File: config.mk
export PLATFORM = sky130hd
export DESIGN_NAME = lvd_control
export DESIGN_NICKNAME = d
export VERILOG_FILES = /design/src/lvd_control_pad.sv /design/src/lvd_pkg.sv /design/src/lvd_irq_delay.sv /design/src/lvd_control.sv
export SDC_FILE = /design/constraint.sdc
export NUM_CORES = 1
export LEC_CHECK = 0
export BUFFER_PORTS_ARGS = -buffer_cell sky130_fd_sc_hd__buf_2
export CAP_MARGIN = 20
export CORE_MARGIN = 3
export CORE_UTILIZATION = 35
export DETAILED_ROUTE_END_ITERATION = 6
export GPL_TIMING_DRIVEN = 0
export PLACE_DENSITY = 0.7
export SETUP_SLACK_MARGIN = 0.5
export SKIP_LAST_GASP = 1
export SLEW_MARGIN = 10
export SYNTH_ARGS = -nofsm -noshare
export SYNTH_HDL_FRONTEND = slang
export SYNTH_SLANG_ARGS = --single-unit
File: constraint.sdc
create_clock -name sys_clk -period 5.4 [get_ports sys_clk]
set_clock_uncertainty 0.1 [all_clocks]
set_input_delay 0.54 -clock sys_clk [delete_from_list [all_inputs] [get_ports sys_clk]]
set_output_delay 0.54 -clock sys_clk [all_outputs]
set_load 0.03 [all_outputs]
File: src/lvd_control_pad.sv
`timescale 1ns/1ps
`default_nettype none
`default_nettype wire

File: src/lvd_pkg.sv
// Shared constants and types for the low voltage detector control block
package lvd_pkg;

    // Clock and delay timing
    localparam int unsigned CLK_PERIOD_NS = 8;
    localparam int unsigned IRQ_DELAY_NS = 15000;
    localparam int unsigned IRQ_DELAY_CYCLES = (IRQ_DELAY_NS + CLK_PERIOD_NS - 1) / CLK_PERIOD_NS;
    localparam int unsigned SETTLE_DELAY_NS = 15000;
    localparam int unsigned SETTLE_DELAY_CYCLES = (SETTLE_DELAY_NS + CLK_PERIOD_NS - 1) / CLK_PERIOD_NS;
    localparam int unsigned DLY_CNT_W = 11;
    localparam logic [DLY_CNT_W-1:0] DLY_CNT_ZERO = 11'h000;
    localparam logic [DLY_CNT_W-1:0] DLY_CNT_ONE = 11'h001;
    localparam logic [DLY_CNT_W-1:0] DLY_CNT_LAST = DLY_CNT_W'(IRQ_DELAY_CYCLES - 1);

    // Bus geometry
    localparam int unsigned ADDR_W = 5;
    localparam int unsigned DATA_W = 32;
    localparam int unsigned BE_W = 4;
    localparam logic [DATA_W-1:0] DATA_ZERO = 32'h0000_0000;

    // Register byte offsets
    localparam logic [ADDR_W-1:0] CTRL_OFFSET = 5'h00;
    localparam logic [ADDR_W-1:0] IRQ_STATUS_OFFSET = 5'h04;
    localparam logic [ADDR_W-1:0] IRQ_CLEAR_OFFSET = 5'h08;
    localparam logic [ADDR_W-1:0] IRQ_ENABLE_OFFSET = 5'h0C;
    localparam logic [ADDR_W-1:0] IRQ_FORCE_OFFSET = 5'h10;

    // Control register fields
    localparam int unsigned THR_LSB = 0;
    localparam int unsigned THR_MSB = 2;
    localparam int unsigned ENABLE_BIT = 4;
    localparam int unsigned FLAG_BIT = 5;
    localparam int unsigned CTRL_W = 8;
    localparam logic [CTRL_W-1:0] CTRL_RESET = 8'h00;

    // Interrupt register fields
    localparam int unsigned IRQ_W = 1;
    localparam int unsigned IRQ_FLAG_BIT = 0;
    localparam logic [IRQ_W-1:0] IRQ_RESET = 1'h0;

    // Threshold codes; the last one switches to the external sense pin at 1.25 V
    localparam logic [2:0] THR_2V0 = 3'h0;
    localparam logic [2:0] THR_2V2 = 3'h1;
    localparam logic [2:0] THR_2V4 = 3'h2;
    localparam logic [2:0] THR_2V7 = 3'h3;
    localparam logic [2:0] THR_3V0 = 3'h4;
    localparam logic [2:0] THR_3V3 = 3'h5;
    localparam logic [2:0] THR_3V6 = 3'h6;
    localparam logic [2:0] THR_EXTERNAL = 3'h7;

    // Comparator synchroniser depth
    localparam int unsigned SYNC_STAGES = 3;

    // Register select, one-hot
    typedef enum logic [5:0] {
        SEL_NONE = 6'b000001,
        SEL_CTRL = 6'b000010,
        SEL_STATUS = 6'b000100,
        SEL_CLEAR = 6'b001000,
        SEL_ENABLE = 6'b010000,
        SEL_FORCE = 6'b100000
    } reg_sel_type;

    // Delay counter states, one-hot
    typedef enum logic [2:0] {
        DLY_IDLE = 3'b001,
        DLY_COUNT = 3'b010,
        DLY_DONE = 3'b100
    } delay_state_type;

    // Software-held control fields
    typedef struct packed {
        logic enable;
        logic [2:0] threshold;
    } ctrl_type;

    // Controls handed to the analog comparator
    typedef struct packed {
        logic power;
        logic sense_select;
        logic [2:0] threshold;
    } analog_ctrl_type;

endpackage

File: src/lvd_irq_delay.sv
`timescale 1ns/1ps
`default_nettype none
// Holds off the interrupt until the low level has lasted the full delay
module lvd_irq_delay (
    input wire logic sys_clk,
    input wire logic rst_n,
    input wire logic level,
    output logic fire
);

    lvd_pkg::delay_state_type state_r;
    lvd_pkg::delay_state_type state_nxt;
    logic [lvd_pkg::DLY_CNT_W-1:0] cnt_r;
    logic [lvd_pkg::DLY_CNT_W-1:0] cnt_nxt;
    logic fire_r;
    logic fire_nxt;

    // Count while low; any fall of the level restarts from zero
    always_comb begin
        state_nxt = state_r;
        cnt_nxt = cnt_r;
        fire_nxt = 1'b0;
        case (state_r)
            lvd_pkg::DLY_IDLE: begin
                cnt_nxt = lvd_pkg::DLY_CNT_ZERO;
                if (level) begin
                    state_nxt = lvd_pkg::DLY_COUNT;
                end
            end
            lvd_pkg::DLY_COUNT: begin
                if (!level) begin
                    state_nxt = lvd_pkg::DLY_IDLE;
                end else if (cnt_r == lvd_pkg::DLY_CNT_LAST) begin
                    state_nxt = lvd_pkg::DLY_DONE;
                    fire_nxt = 1'b1;
                end else begin
                    cnt_nxt = cnt_r + lvd_pkg::DLY_CNT_ONE;
                end
            end
            lvd_pkg::DLY_DONE: begin
                // One fire per low episode, so a held flag cannot retrigger
                if (!level) begin
                    state_nxt = lvd_pkg::DLY_IDLE;
                end
            end
            default: begin
                state_nxt = lvd_pkg::DLY_IDLE;
                cnt_nxt = lvd_pkg::DLY_CNT_ZERO;
            end
        endcase
    end

    // State registers
    always_ff @(posedge sys_clk or negedge rst_n) begin
        if (!rst_n) begin
            state_r <= lvd_pkg::DLY_IDLE;
            cnt_r <= lvd_pkg::DLY_CNT_ZERO;
            fire_r <= 1'b0;
        end else begin
            state_r <= state_nxt;
            cnt_r <= cnt_nxt;
            fire_r <= fire_nxt;
        end
    end

    assign fire = fire_r;

endmodule // lvd_irq_delay
`default_nettype wire

File: src/lvd_control.sv
// Overview of operation
// - Three-bit threshold field, seven supply thresholds
// - Code 111 compares sense pin to 1.25 V
// - Bit 5 reads comparator: one means low
// - Enable bit 4 switches detector on/off
// - Bits 7, 6 and 3 read zero
// - Sleep forces detector off despite enable
// - Flag follows comparator, no hysteresis
// - Interrupt flag set after fixed delay
// - Interrupt flag requests interrupt, wakes idle
`timescale 1ns/1ps
`default_nettype none
module lvd_control (
    input wire logic sys_clk,
    input wire logic rst_n,
    // Avalon-MM slave
    input wire logic [lvd_pkg::ADDR_W-1:0] avs_address,
    input wire logic avs_read,
    input wire logic avs_write,
    input wire logic [lvd_pkg::DATA_W-1:0] avs_writedata,
    input wire logic [lvd_pkg::BE_W-1:0] avs_byteenable,
    output logic [lvd_pkg::DATA_W-1:0] avs_readdata,
    output logic avs_waitrequest,
    // Analog comparator side
    input wire logic comparator_low,
    output lvd_pkg::analog_ctrl_type analog_ctrl,
    // Power mode side
    input wire logic sleep_mode,
    input wire logic idle_mode,
    output logic wake_idle,
    output logic irq
);

    // Decode a byte address into a one-hot register select
    function automatic lvd_pkg::reg_sel_type reg_decode(input logic [lvd_pkg::ADDR_W-1:0] addr);
        lvd_pkg::reg_sel_type sel;
        sel = lvd_pkg::SEL_NONE;
        case (addr)
            lvd_pkg::CTRL_OFFSET: begin
                sel = lvd_pkg::SEL_CTRL;
            end
            lvd_pkg::IRQ_STATUS_OFFSET: begin
                sel = lvd_pkg::SEL_STATUS;
            end
            lvd_pkg::IRQ_CLEAR_OFFSET: begin
                sel = lvd_pkg::SEL_CLEAR;
            end
            lvd_pkg::IRQ_ENABLE_OFFSET: begin
                sel = lvd_pkg::SEL_ENABLE;
            end
            lvd_pkg::IRQ_FORCE_OFFSET: begin
                sel = lvd_pkg::SEL_FORCE;
            end
            default: begin
                sel = lvd_pkg::SEL_NONE;
            end
        endcase
        return sel;
    endfunction

    // Bus handshake state
    logic wait_r;
    logic wait_nxt;
    logic [lvd_pkg::DATA_W-1:0] rdata_r;
    logic [lvd_pkg::DATA_W-1:0] rdata_nxt;

    // Software state
    lvd_pkg::ctrl_type ctrl_r;
    lvd_pkg::ctrl_type ctrl_nxt;
    logic [lvd_pkg::IRQ_W-1:0] status_r;
    logic [lvd_pkg::IRQ_W-1:0] status_nxt;
    logic [lvd_pkg::IRQ_W-1:0] enable_r;
    logic [lvd_pkg::IRQ_W-1:0] enable_nxt;

    // Outputs and detector state
    lvd_pkg::analog_ctrl_type analog_r;
    lvd_pkg::analog_ctrl_type analog_nxt;
    logic irq_r;
    logic irq_nxt;
    logic wake_r;
    logic wake_nxt;
    logic [lvd_pkg::SYNC_STAGES-1:0] sync_r;
    logic [lvd_pkg::SYNC_STAGES-1:0] sync_nxt;
    logic stable_r;
    logic stable_nxt;
    logic flag_r;
    logic flag_nxt;

    // Shared decode terms
    lvd_pkg::reg_sel_type sel;
    logic req;
    logic commit;
    logic wr_commit;
    logic byte0_en;
    logic [lvd_pkg::CTRL_W-1:0] ctrl_view;
    logic delay_fire;
    logic irq_set;

    assign sel = reg_decode(avs_address);
    assign req = avs_read | avs_write;
    // The transfer ends at the edge where waitrequest is seen low
    assign commit = req & ~wait_r;
    assign wr_commit = commit & avs_write;
    assign byte0_en = avs_byteenable[0];

    // Control readback, unimplemented bits tied low
    always_comb begin
        ctrl_view = lvd_pkg::CTRL_RESET;
        ctrl_view[lvd_pkg::THR_MSB:lvd_pkg::THR_LSB] = ctrl_r.threshold;
        ctrl_view[lvd_pkg::ENABLE_BIT] = ctrl_r.enable;
        ctrl_view[lvd_pkg::FLAG_BIT] = flag_r;
    end

    // Bus handshake: one wait cycle, read data latched before release
    always_comb begin
        wait_nxt = wait_r;
        rdata_nxt = rdata_r;
        if (req && wait_r) begin
            wait_nxt = 1'b0;
            rdata_nxt = lvd_pkg::DATA_ZERO;
            if (avs_read) begin
                case (sel)
                    lvd_pkg::SEL_CTRL: begin
                        rdata_nxt[lvd_pkg::CTRL_W-1:0] = ctrl_view;
                    end
                    lvd_pkg::SEL_STATUS: begin
                        rdata_nxt[lvd_pkg::IRQ_W-1:0] = status_r;
                    end
                    lvd_pkg::SEL_ENABLE: begin
                        rdata_nxt[lvd_pkg::IRQ_W-1:0] = enable_r;
                    end
                    default: begin
                        // Write-only and unmapped words read as zero
                        rdata_nxt = lvd_pkg::DATA_ZERO;
                    end
                endcase
            end
        end else if (commit) begin
            wait_nxt = 1'b1;
        end
    end

    always_ff @(posedge sys_clk or negedge rst_n) begin
        if (!rst_n) begin
            wait_r <= 1'b1;
            rdata_r <= lvd_pkg::DATA_ZERO;
        end else begin
            wait_r <= wait_nxt;
            rdata_r <= rdata_nxt;
        end
    end

    // Control and interrupt enable writes
    always_comb begin
        ctrl_nxt = ctrl_r;
        enable_nxt = enable_r;
        if (wr_commit && byte0_en) begin
            case (sel)
                lvd_pkg::SEL_CTRL: begin
                    ctrl_nxt.threshold = avs_writedata[lvd_pkg::THR_MSB:lvd_pkg::THR_LSB];
                    ctrl_nxt.enable = avs_writedata[lvd_pkg::ENABLE_BIT];
                end
                lvd_pkg::SEL_ENABLE: begin
                    enable_nxt = avs_writedata[lvd_pkg::IRQ_W-1:0];
                end
                default: begin
                    ctrl_nxt = ctrl_r;
                    enable_nxt = enable_r;
                end
            endcase
        end
    end

    always_ff @(posedge sys_clk or negedge rst_n) begin
        if (!rst_n) begin
            ctrl_r <= lvd_pkg::ctrl_type'{enable: lvd_pkg::CTRL_RESET[lvd_pkg::ENABLE_BIT],
                threshold: lvd_pkg::CTRL_RESET[lvd_pkg::THR_MSB:lvd_pkg::THR_LSB]};
            enable_r <= lvd_pkg::IRQ_RESET;
        end else begin
            ctrl_r <= ctrl_nxt;
            enable_r <= enable_nxt;
        end
    end

    // Analog controls: sleep overrides enable, code 111 selects the sense pin
    always_comb begin
        analog_nxt.power = ctrl_nxt.enable & ~sleep_mode;
        analog_nxt.sense_select = (ctrl_nxt.threshold == lvd_pkg::THR_EXTERNAL);
        analog_nxt.threshold = ctrl_nxt.threshold;
    end

    // Comparator synchroniser; a change counts once stages two and three agree
    always_comb begin
        sync_nxt = {sync_r[lvd_pkg::SYNC_STAGES-2:0], comparator_low};
        stable_nxt = stable_r;
        if (sync_r[1] == sync_r[2]) begin
            stable_nxt = sync_r[2];
        end
        // No hysteresis: slow inputs near threshold may toggle the flag
        flag_nxt = analog_r.power & stable_r;
    end

    always_ff @(posedge sys_clk or negedge rst_n) begin
        if (!rst_n) begin
            analog_r <= '0;
            sync_r <= '0;
            stable_r <= 1'b0;
            flag_r <= 1'b0;
        end else begin
            analog_r <= analog_nxt;
            sync_r <= sync_nxt;
            stable_r <= stable_nxt;
            flag_r <= flag_nxt;
        end
    end

    // Delay from flag rise to interrupt flag set
    lvd_irq_delay u_irq_delay (
        .sys_clk(sys_clk),
        .rst_n(rst_n),
        .level(flag_r),
        .fire(delay_fire)
    );

    // Software may preset the flag so a later detection brings no wake
    assign irq_set = delay_fire | (wr_commit & byte0_en & (sel == lvd_pkg::SEL_FORCE)
                     & avs_writedata[lvd_pkg::IRQ_FLAG_BIT]);

    // Sticky status; a set in the same cycle as a clear wins
    always_comb begin
        status_nxt = status_r;
        if (wr_commit && byte0_en && (sel == lvd_pkg::SEL_CLEAR)) begin
            status_nxt = status_r & ~avs_writedata[lvd_pkg::IRQ_W-1:0];
        end
        if (delay_fire) begin
            status_nxt[lvd_pkg::IRQ_FLAG_BIT] = 1'b1;
        end
        if (irq_set) begin
            status_nxt[lvd_pkg::IRQ_FLAG_BIT] = 1'b1;
        end
        irq_nxt = |(status_nxt & enable_nxt);
        // Wake only on a fresh detection; a preset flag blocks it
        wake_nxt = delay_fire & ~status_r[lvd_pkg::IRQ_FLAG_BIT] & idle_mode;
    end

    always_ff @(posedge sys_clk or negedge rst_n) begin
        if (!rst_n) begin
            status_r <= lvd_pkg::IRQ_RESET;
            irq_r <= 1'b0;
            wake_r <= 1'b0;
        end else begin
            status_r <= status_nxt;
            irq_r <= irq_nxt;
            wake_r <= wake_nxt;
        end
    end

    // All outputs come straight from flip-flops
    assign avs_readdata = rdata_r;
    assign avs_waitrequest = wait_r;
    assign analog_ctrl = analog_r;
    assign irq = irq_r;
    assign wake_idle = wake_r;

endmodule // lvd_control
`default_nettype wire

Yosys cells after proc, flatten, opt, wreduce, memory -nomap -nowiden
Cells that the tools add are included.
- memory bits (writable): 0
- memories: 0
- logic and storage cells: 86
- bits in read-only memories: 0
- register bits after elaboration: 63
- output and inout bits: 40
- bits in latches: 0
- input port bits: 48
- bitwise gates (word level): 18
- shift operators: 0
- mux-type cells: 24
- $add $sub $neg: 1
- reduce and logical (&&, ||, !) cells: 7
- magnitude comparators: 0
- div/mod/pow operators: 0
- equality and inequality tests: 20
- multiply operators: 0
- operator list (kind ; number):
    $pmux W6 S5 ; 1
    $mux W11 ; 2
    $pmux W11 S2 ; 1
    $mux W3 ; 4
    $add A11 B1 Y11 const B ; 1
    $and A1 B1 Y1 ; 11
    $eq A11 B11 Y1 const B ; 1
    $eq A5 B4 Y1 const B ; 2
    $mux W1 ; 10
    $pmux W3 S3 ; 1
    $mux W4 ; 2
    $ne A2 B2 Y1 const B ; 4
    $eq A3 B3 Y1 const B ; 2
    $eq A6 B2 Y1 const B ; 1
    $eq A6 B3 Y1 const B ; 1
    $eq A6 B4 Y1 const B ; 1
    $eq A6 B5 Y1 const B ; 1
    $eq A6 B6 Y1 const B ; 1
    $mux W6 ; 1
    $reduce_and A3 Y1 ; 2
    $eq A5 B3 Y1 const B ; 1
    $eq A5 B5 Y1 const B ; 1
    $logic_not A5 Y1 ; 1
    $mux W5 ; 1
    other kinds (9) ; 16

Longest topological paths before layout
Gate-level depths: netlist of run 1.
- depth after elaboration: 9
- mapped depth: 6
- depth with buffers taken out: 6

Modules after synthesis
Synthesis of run 1 repeated with hierarchy kept, for this count alone.
- cell total of the unflattened synthesis: 191
- area total of the unflattened synthesis: 2026.9 µm²
- by module, submodules not included (module ; times used ; cells each ; area an instance (µm²)):
    lvd_control ; 1 ; 98 ; 1083.5
    lvd_irq_delay ; 1 ; 93 ; 943.4

Worst setup path after synthesis of run 1
Ideal clock, no wire load.
- kind: register -> register
- start: register u_irq_delay.cnt_r[3] (netlist name)
- end: register u_irq_delay.cnt_r[1] (netlist name)
- data arrival time: 1.539 ns
- data required time: 5.178 ns
- period minus slack after synthesis: 1.761 ns
- cell stages (with the launch flop): 5
- setup slack: 3.639 ns
- library setup time: 0.122 ns
- buffers on the path: 0
- cell sequence: dfrtp_1 -> or4_1 -> or3_4 -> and3_4 -> mux2i_1
- cells in the longest elaborated chain, start to end: 3
- ends and longest elaborated chain (item ; RTL line ; text):
    start: declaration ; lvd_irq_delay.sv:13 ; logic [lvd_pkg::DLY_CNT_W-1:0] cnt_r;
    start signal: assignment ; lvd_irq_delay.sv:57 ; cnt_r <= lvd_pkg::DLY_CNT_ZERO;
    start signal: assignment ; lvd_irq_delay.sv:61 ; cnt_r <= cnt_nxt;
    $eq A11 B11 Y1 ; lvd_irq_delay.sv:33 ; end else if (cnt_r == lvd_pkg::DLY_CNT_LAST) begin
    $ne A2 B2 Y1 (no line) ; - ;
    $reduce_and A3 Y1 (no line) ; - ;
Every way passes these cells.
A chain may end at the register's enable or synchronous reset.

Final worst setup path of run 1
Same ends and word-level chain as after synthesis.

==> impl_metrics.toml, run 1 <==
[worst_hold_path]
hold_path_class = "in -> async"

[synth]
synth_area_leaders = "dfrtp_1 (46%), buf_4 (12%), mux2_2 (4.3%)"
synth_area_mm2 = 0.00185
yosysTopAreaCellShare_pct = 45.9
yosysTopAreaCell = "dfrtp_1"
synth_xor_area_share_pct = 1.89
synth_mux_area_share_pct = 4.80
yosys.area_share.simple_pct = 20.3
synth_cell_types = 41
synth_top_family_by_area = "simple AND/OR/NAND/NOR gates"
synth_edf_count = 0
synthAdderAreaFrac_pct = 1.89
synth-main-ff-cell = "dfrtp_1"
syn_area_per_cell_um2 = 10.5
synthArstFlopShare_pct = 100
synth-compound-area-share_pct = 8.65
synth_seq_cells = 36
syn_inst = 177
seq_area_frac_synth_pct = 48.8
yosysWarnings = 0

[run]
drv_cap = 0

[timing]
setup_viol = 0
fin_crit_ns = 1.85
whs_ns = 0.226
final_hold_viol_count = 0
worstMarginPinSlew_ns = 0.771
max_slew_margin_pct = 48.6
fin_crit_sh_pct = 34.3
slew_violations = 0
timing.fmax_ghz = 0.539
setup_tns_ns = 0
rsz0062_at_grt = "false"

[route]
post_drt_via_cell_ratio = 4.41
drt_wl_total_um = 3390
drtIter0Drc = 61
num_vias = 1354
ant_nets = 0
drc = 0
wire_per_inst_um = 11.0
dr.pass1.iters = 4

[die]
io-pin-count = 88
die_area_mm2 = 0.00620
start_util_pct = 37.7
row_count = 25
die_h_um = 78.7
coreArea_mm2 = 0.00491
die_w_um = 78.7

[cts]
cts_resized = 0
cts_sinks = 36
post_cts.repair.setup_buffers = 0
cts_tree = "built"
numCtsBuffers = 5
clock_latency_ns = 0.29
cts_htree_levels = 2
cts-root-buf = "clkbuf_8"
ctsHoldBuffers = 0
path_clk_slew_ns = 0.07
cts_buffer_depth = 2

[global_route]
grt_use_total_pct = 11.8
grt_pass1_wl_um = 5730
overflow = 0
antenna_found_initial = 0
grt_max_degree = 37
grt_pass1_vias = 1346

[worst_setup_path]
crit_arrival_ns = 1.93
worst_ep_required_time_ns = 5.47
path_max_fanout = 6
r2r_slack_ns = 3.55
worstRegToRegCells = 4
path_class = "reg -> reg"
worstReg2RegStart = "u_irq_delay.cnt_r[3]"
cp-end-kind = "flip-flop"
critPathLaunchType = "flip-flop"
crit-reg2reg-capture = "u_irq_delay.cnt_r[1]"

[pwr]
switchingPower_uw = 175
power.share.clock_pct = 35.9
p_seq_share_pct = 46.9
p_leak_uw = 0.00112
ir_drop_mv = 0.166
p_per_area_mw_per_mm2 = 280
p_comb_share_pct = 17.2
internal_power_uw = 465
switching_share_pct = 27.3

[final_layout]
n_antenna_cell = 0
areaGrowthSynthToFinish_pct = 23.4
final_area_mm2 = 0.00229
layout-drive-gt1-share_pct = 34.6
finalNetCount = 289

[run_status]
status = "complete, no violations"

[placed_design]
hpwl_um = 2550
place_area_mm2 = 0.00218
gp_congestion = 0.736
port_buffers = 29
power groups by stage:
stage | clock network [µW] | logic, µW | registers [µW]
2_1_floorplan | 0 | 75.7 | 311
3_3_place_gp | 0 | 110 | 304
3_5_place_dp | 0 | 111 | 305
4_1_cts | 240 | 111 | 300
5_1_grt | 252 | 119 | 302
6_report | 230 | 110 | 300
final cells by class:
type	instances	area (µm²)
tap	67	83.8
clock buffer	6	72.6
buffer	33	239
multi-input combinational	131	796
timing repair buffer	29	145
clock inverter	2	35.0
fill	471	2630
sequential	36	903
inverter	3	11.3
sequential cells by signal (all words and copies together), names as in the netlist, 3 cells and up:
name                 count
avs_readdata             5
sync_r                   3
u_irq_delay.state_r      3
analog_ctrl              5
u_irq_delay.cnt_r       11
worst max-delay path, cell delays in order (launching register included):
cell	delay, ns
dfrtp_1	0.43
or4_1	0.52
or3_4	0.38
and3_4	0.19
mux2i_1	0.12
per-stage QoR:
stage | worst slack (ns) | std cells | util [%] | total power [µW]
2_1_floorplan | 3.64 | 203 | - | 387
3_3_place_gp | 3.39 | 299 | 44.4 | 414
3_5_place_dp | 3.40 | 299 | 44.4 | 416
4_1_cts | 3.52 | 307 | 46.5 | 651
5_1_grt | 3.42 | 307 | 46.5 | 673
6_report | 3.55 | 307 | 46.5 | 640
worst max path at each step:
stage	cells after the start	slack, ns	to	startpoint
floorplan	4	3.64	u_irq_delay.cnt_r[1]	u_irq_delay.cnt_r[3]
global placement	5	3.39	analog_ctrl[4]	avs_address[4]
detailed placement	5	3.40	analog_ctrl[4]	avs_address[4]
CTS	4	3.52	u_irq_delay.cnt_r[1]	u_irq_delay.cnt_r[3]
global route	5	3.42	u_irq_delay.cnt_r[10]	u_irq_delay.state_r[0]
finish	4	3.55	u_irq_delay.cnt_r[1]	u_irq_delay.cnt_r[3]
kinds of logic after synthesis:
logic type,after synthesis
AOI/OAI and AO/OA,25
xor gates and xnor gates,4
adders and majority gates,3
buffers and inverters,36
DFF,36
muxes,8
other,1
and+or+nand+nor,64
cell usage in the layout, fill, tap and decap left out, types with 3 or more instances in the layout:
master    count
conb_1       27
or4_1         5
nand2b_1      3
nor3_1        3
buf_4        30
nor2_1        9
mux2_2        7
dfrtp_1      34
a21oi_1       6
nor2b_1       4
o21ai_0       7
buf_2        31
nand2_1      12
clkbuf_8      5
inv_1         3
nand3_1       6
nand4_1       6
a22o_1        4
routing by layer:
| metal | share of wire, % | track usage [%] |
|---|---|---|
| met2 | 47 | 18.6 |
| met3 | 7.3 | 5.22 |
| met1 | 44 | 14.5 |
| met4 | 1.3 | 3.67 |
| met5 | 0 | 0 |
cell usage after synthesis, types with 3 or more instances:
cell	n
nand3_1	6
a22o_1	4
nor3_1	3
nand4_1	6
mux2_2	7
nand2b_1	3
o21ai_0	7
or4_1	5
nand2_1	12
nor2_1	9
buf_4	30
inv_1	3
nor2b_1	4
dfrtp_1	34
a21oi_1	6
Power figures use the tool's default switching activity.
==> run 2, diff against run 1 <==
Settings changed: PLACE_DENSITY 0.7 to 0.73.
Clock period 5.4 ns to 1.6 ns, I/O delays scaled along.
==> impl_metrics.toml, run 2 (synthesized netlist as in run 1, its figures left out) <==
[global_route]
grt_max_degree = 37
grt_use_total_pct = 13.3
grt_pass1_wl_um = 6460
antenna_found_initial = 0
grt_pass1_vias = 1395
overflow = 0

[cts]
cts_tree = "built"
ctsHoldBuffers = 3
numCtsBuffers = 5
cts_buffer_depth = 2
cts_htree_levels = 2
cts-root-buf = "clkbuf_8"
path_clk_slew_ns = 0.07
clock_latency_ns = 0.29
cts_sinks = 36

[final_layout]
stdcell_count = 339
n_antenna_cell = 0
final_util_pct = 58.9
largest_register_ffs = 11
final_cell_mix = "buf_4 (43), buf_6 (31), dfrtp_1 (31), conb_1 (27), buf_2 (16)"
layout-drive-gt1-share_pct = 54.0
areaGrowthSynthToFinish_pct = 56.1
regArea_um2 = 907
multi_input_area_mm2 = 0.00101
nFillCells = 391
final_common_cell = "buf_4"
final_area_mm2 = 0.00289
finalNetCount = 321
top_register = "u_irq_delay.cnt_r"

[die]
start_util_pct = 37.7
io-pin-count = 88
die_w_um = 78.7
coreArea_mm2 = 0.00491
die_area_mm2 = 0.00620
row_count = 25
die_h_um = 78.7

[timing]
slew_violations = 0
worstMarginPinSlew_ns = 0.780
max_slew_margin_pct = 48.0
fin_crit_ns = 1.81
worst_slack_ns = -0.206
final_hold_viol_count = 34
fin_crit_sh_pct = 113
timing.fmax_ghz = 0.554
whs_ns = -0.155
setup_viol = 12
rsz0062_at_grt = "true"

[run_status]
status = "finished, violations left"
violations = "negative hold slack, negative setup slack"

[worst_setup_path]
path_cells = "or4_1 -> or3_4 -> and3_4 -> mux2i_1"
slowest_stage = "or4_1"
worstReg2RegStart = "u_irq_delay.cnt_r[2]"
worst_ep_required_time_ns = 1.68
cp-end-kind = "flip-flop"
path_class = "reg -> reg"
crit_arrival_ns = 1.88
worstRegToRegCells = 4
critical_path.max_stage_delay_ns = 0.49
crit-reg2reg-capture = "u_irq_delay.cnt_r[1]"
r2r_slack_ns = -0.21
path_max_fanout = 6
critPathLaunchType = "flip-flop"

[route]
wire_per_inst_um = 13.1
drtIter0Drc = 131
post_drt_via_cell_ratio = 4.52
drt_wl_total_um = 4440
num_vias = 1533
dr_wl_met3_um = 248
wl_met2_um = 2260
ant_nets = 0
drc = 0
dr.pass1.iters = 4
wl_met1_um = 1820
highest_layer = "met4"

[placed_design]
hpwl_um = 2490
port_buffers = 29
place_area_mm2 = 0.00227
dp_cells = 299
gp_congestion = 0.801

[pwr]
p_per_area_mw_per_mm2 = 825
p_leak_uw = 0.00138
ir_drop_mv = 0.765
finalPower_uw = 2390

[run]
drv_cap = 0

[worst_hold_path]
hold_path_class = "in -> async"
==> run 2: cell count changes in the layout (fill, tap and decap cells not counted), moves of 4 or more <==
| cell | previous run | this run |
|---|---|---|
| buf_2 | 31 | 16 |
| o21ai_0 | 7 | 3 |
| buf_4 | 30 | 43 |
| nand3_4 | 0 | 5 |
| nand3_1 | 6 | 2 |
| mux2_2 | 7 | 1 |
| mux2_4 | 0 | 6 |
| a21oi_1 | 6 | 1 |
| buf_6 | 0 | 31 |
| a21oi_2 | 0 | 5 |
==> run 2: where the power goes <==
part / internal [µW] / switching (µW)
combinational: 374 / 344
sequential: 967 / 39.5
clock: 343 / 317
==> run 2: cell type report <==
cell class	count	area share [%]
plain buffers	33	9.13
clock buffers	6	2.86
clock inverters	2	0.346
inverters	3	0.389
multi-input cells	131	34.9
flip-flops and latches	36	31.4
well taps	67	2.90
repair buffers	61	18.1
==> run 2: repair_timing <==
| item | 4_1_cts | 5_1_grt |
|---|---|---|
| resized for setup | 42 | 37 |
| setup endpoints to repair | 40 | 43 |
| pin swaps | 9 | 13 |
| hold endpoints to repair | 38 | 34 |
| buffers inserted | 19 | 10 |
==> run 2: per-layer routing <==
metal	global-route usage, %	vias to the layer above
met4	5.42	0
met3	4.08	13
met5	0	-
met2	22.7	55
met1	15.5	713
li1	-	752
==> run 2: worst max-delay path: cells and delay by family (launching register included) <==
family | cells | cell delay, ns
muxes | 1 | 0.11
and+or+nand+nor | 3 | 1.08
DFF | 1 | 0.41
==> run 2: how the worst max path moves through the flow <==
stage	from	endpoint	slack, ns	depth (start not counted)
after global placement	u_irq_delay.cnt_r[2]	u_irq_delay.cnt_r[1]	-0.24	4
after detailed placement	u_irq_delay.cnt_r[2]	u_irq_delay.cnt_r[1]	-0.26	4
after global routing	u_irq_delay.cnt_r[3]	u_irq_delay.cnt_r[1]	-0.24	4
final	u_irq_delay.cnt_r[2]	u_irq_delay.cnt_r[1]	-0.21	4
after CTS	u_irq_delay.cnt_r[2]	u_irq_delay.cnt_r[1]	-0.20	4
after floorplan	u_irq_delay.cnt_r[3]	u_irq_delay.cnt_r[1]	-0.16	4
==> run 2: through the flow <==
step	hold WS, ns	setup TNS, ns	worst slack (ns)
global placement	0.167	-1.43	-0.244
finish	-0.155	-1.23	-0.206
CTS	-0.130	-0.979	-0.203
global route	-0.0926	-1.92	-0.242
detailed placement	0.170	-1.65	-0.256
floorplan	-0.236	-0.791	-0.161
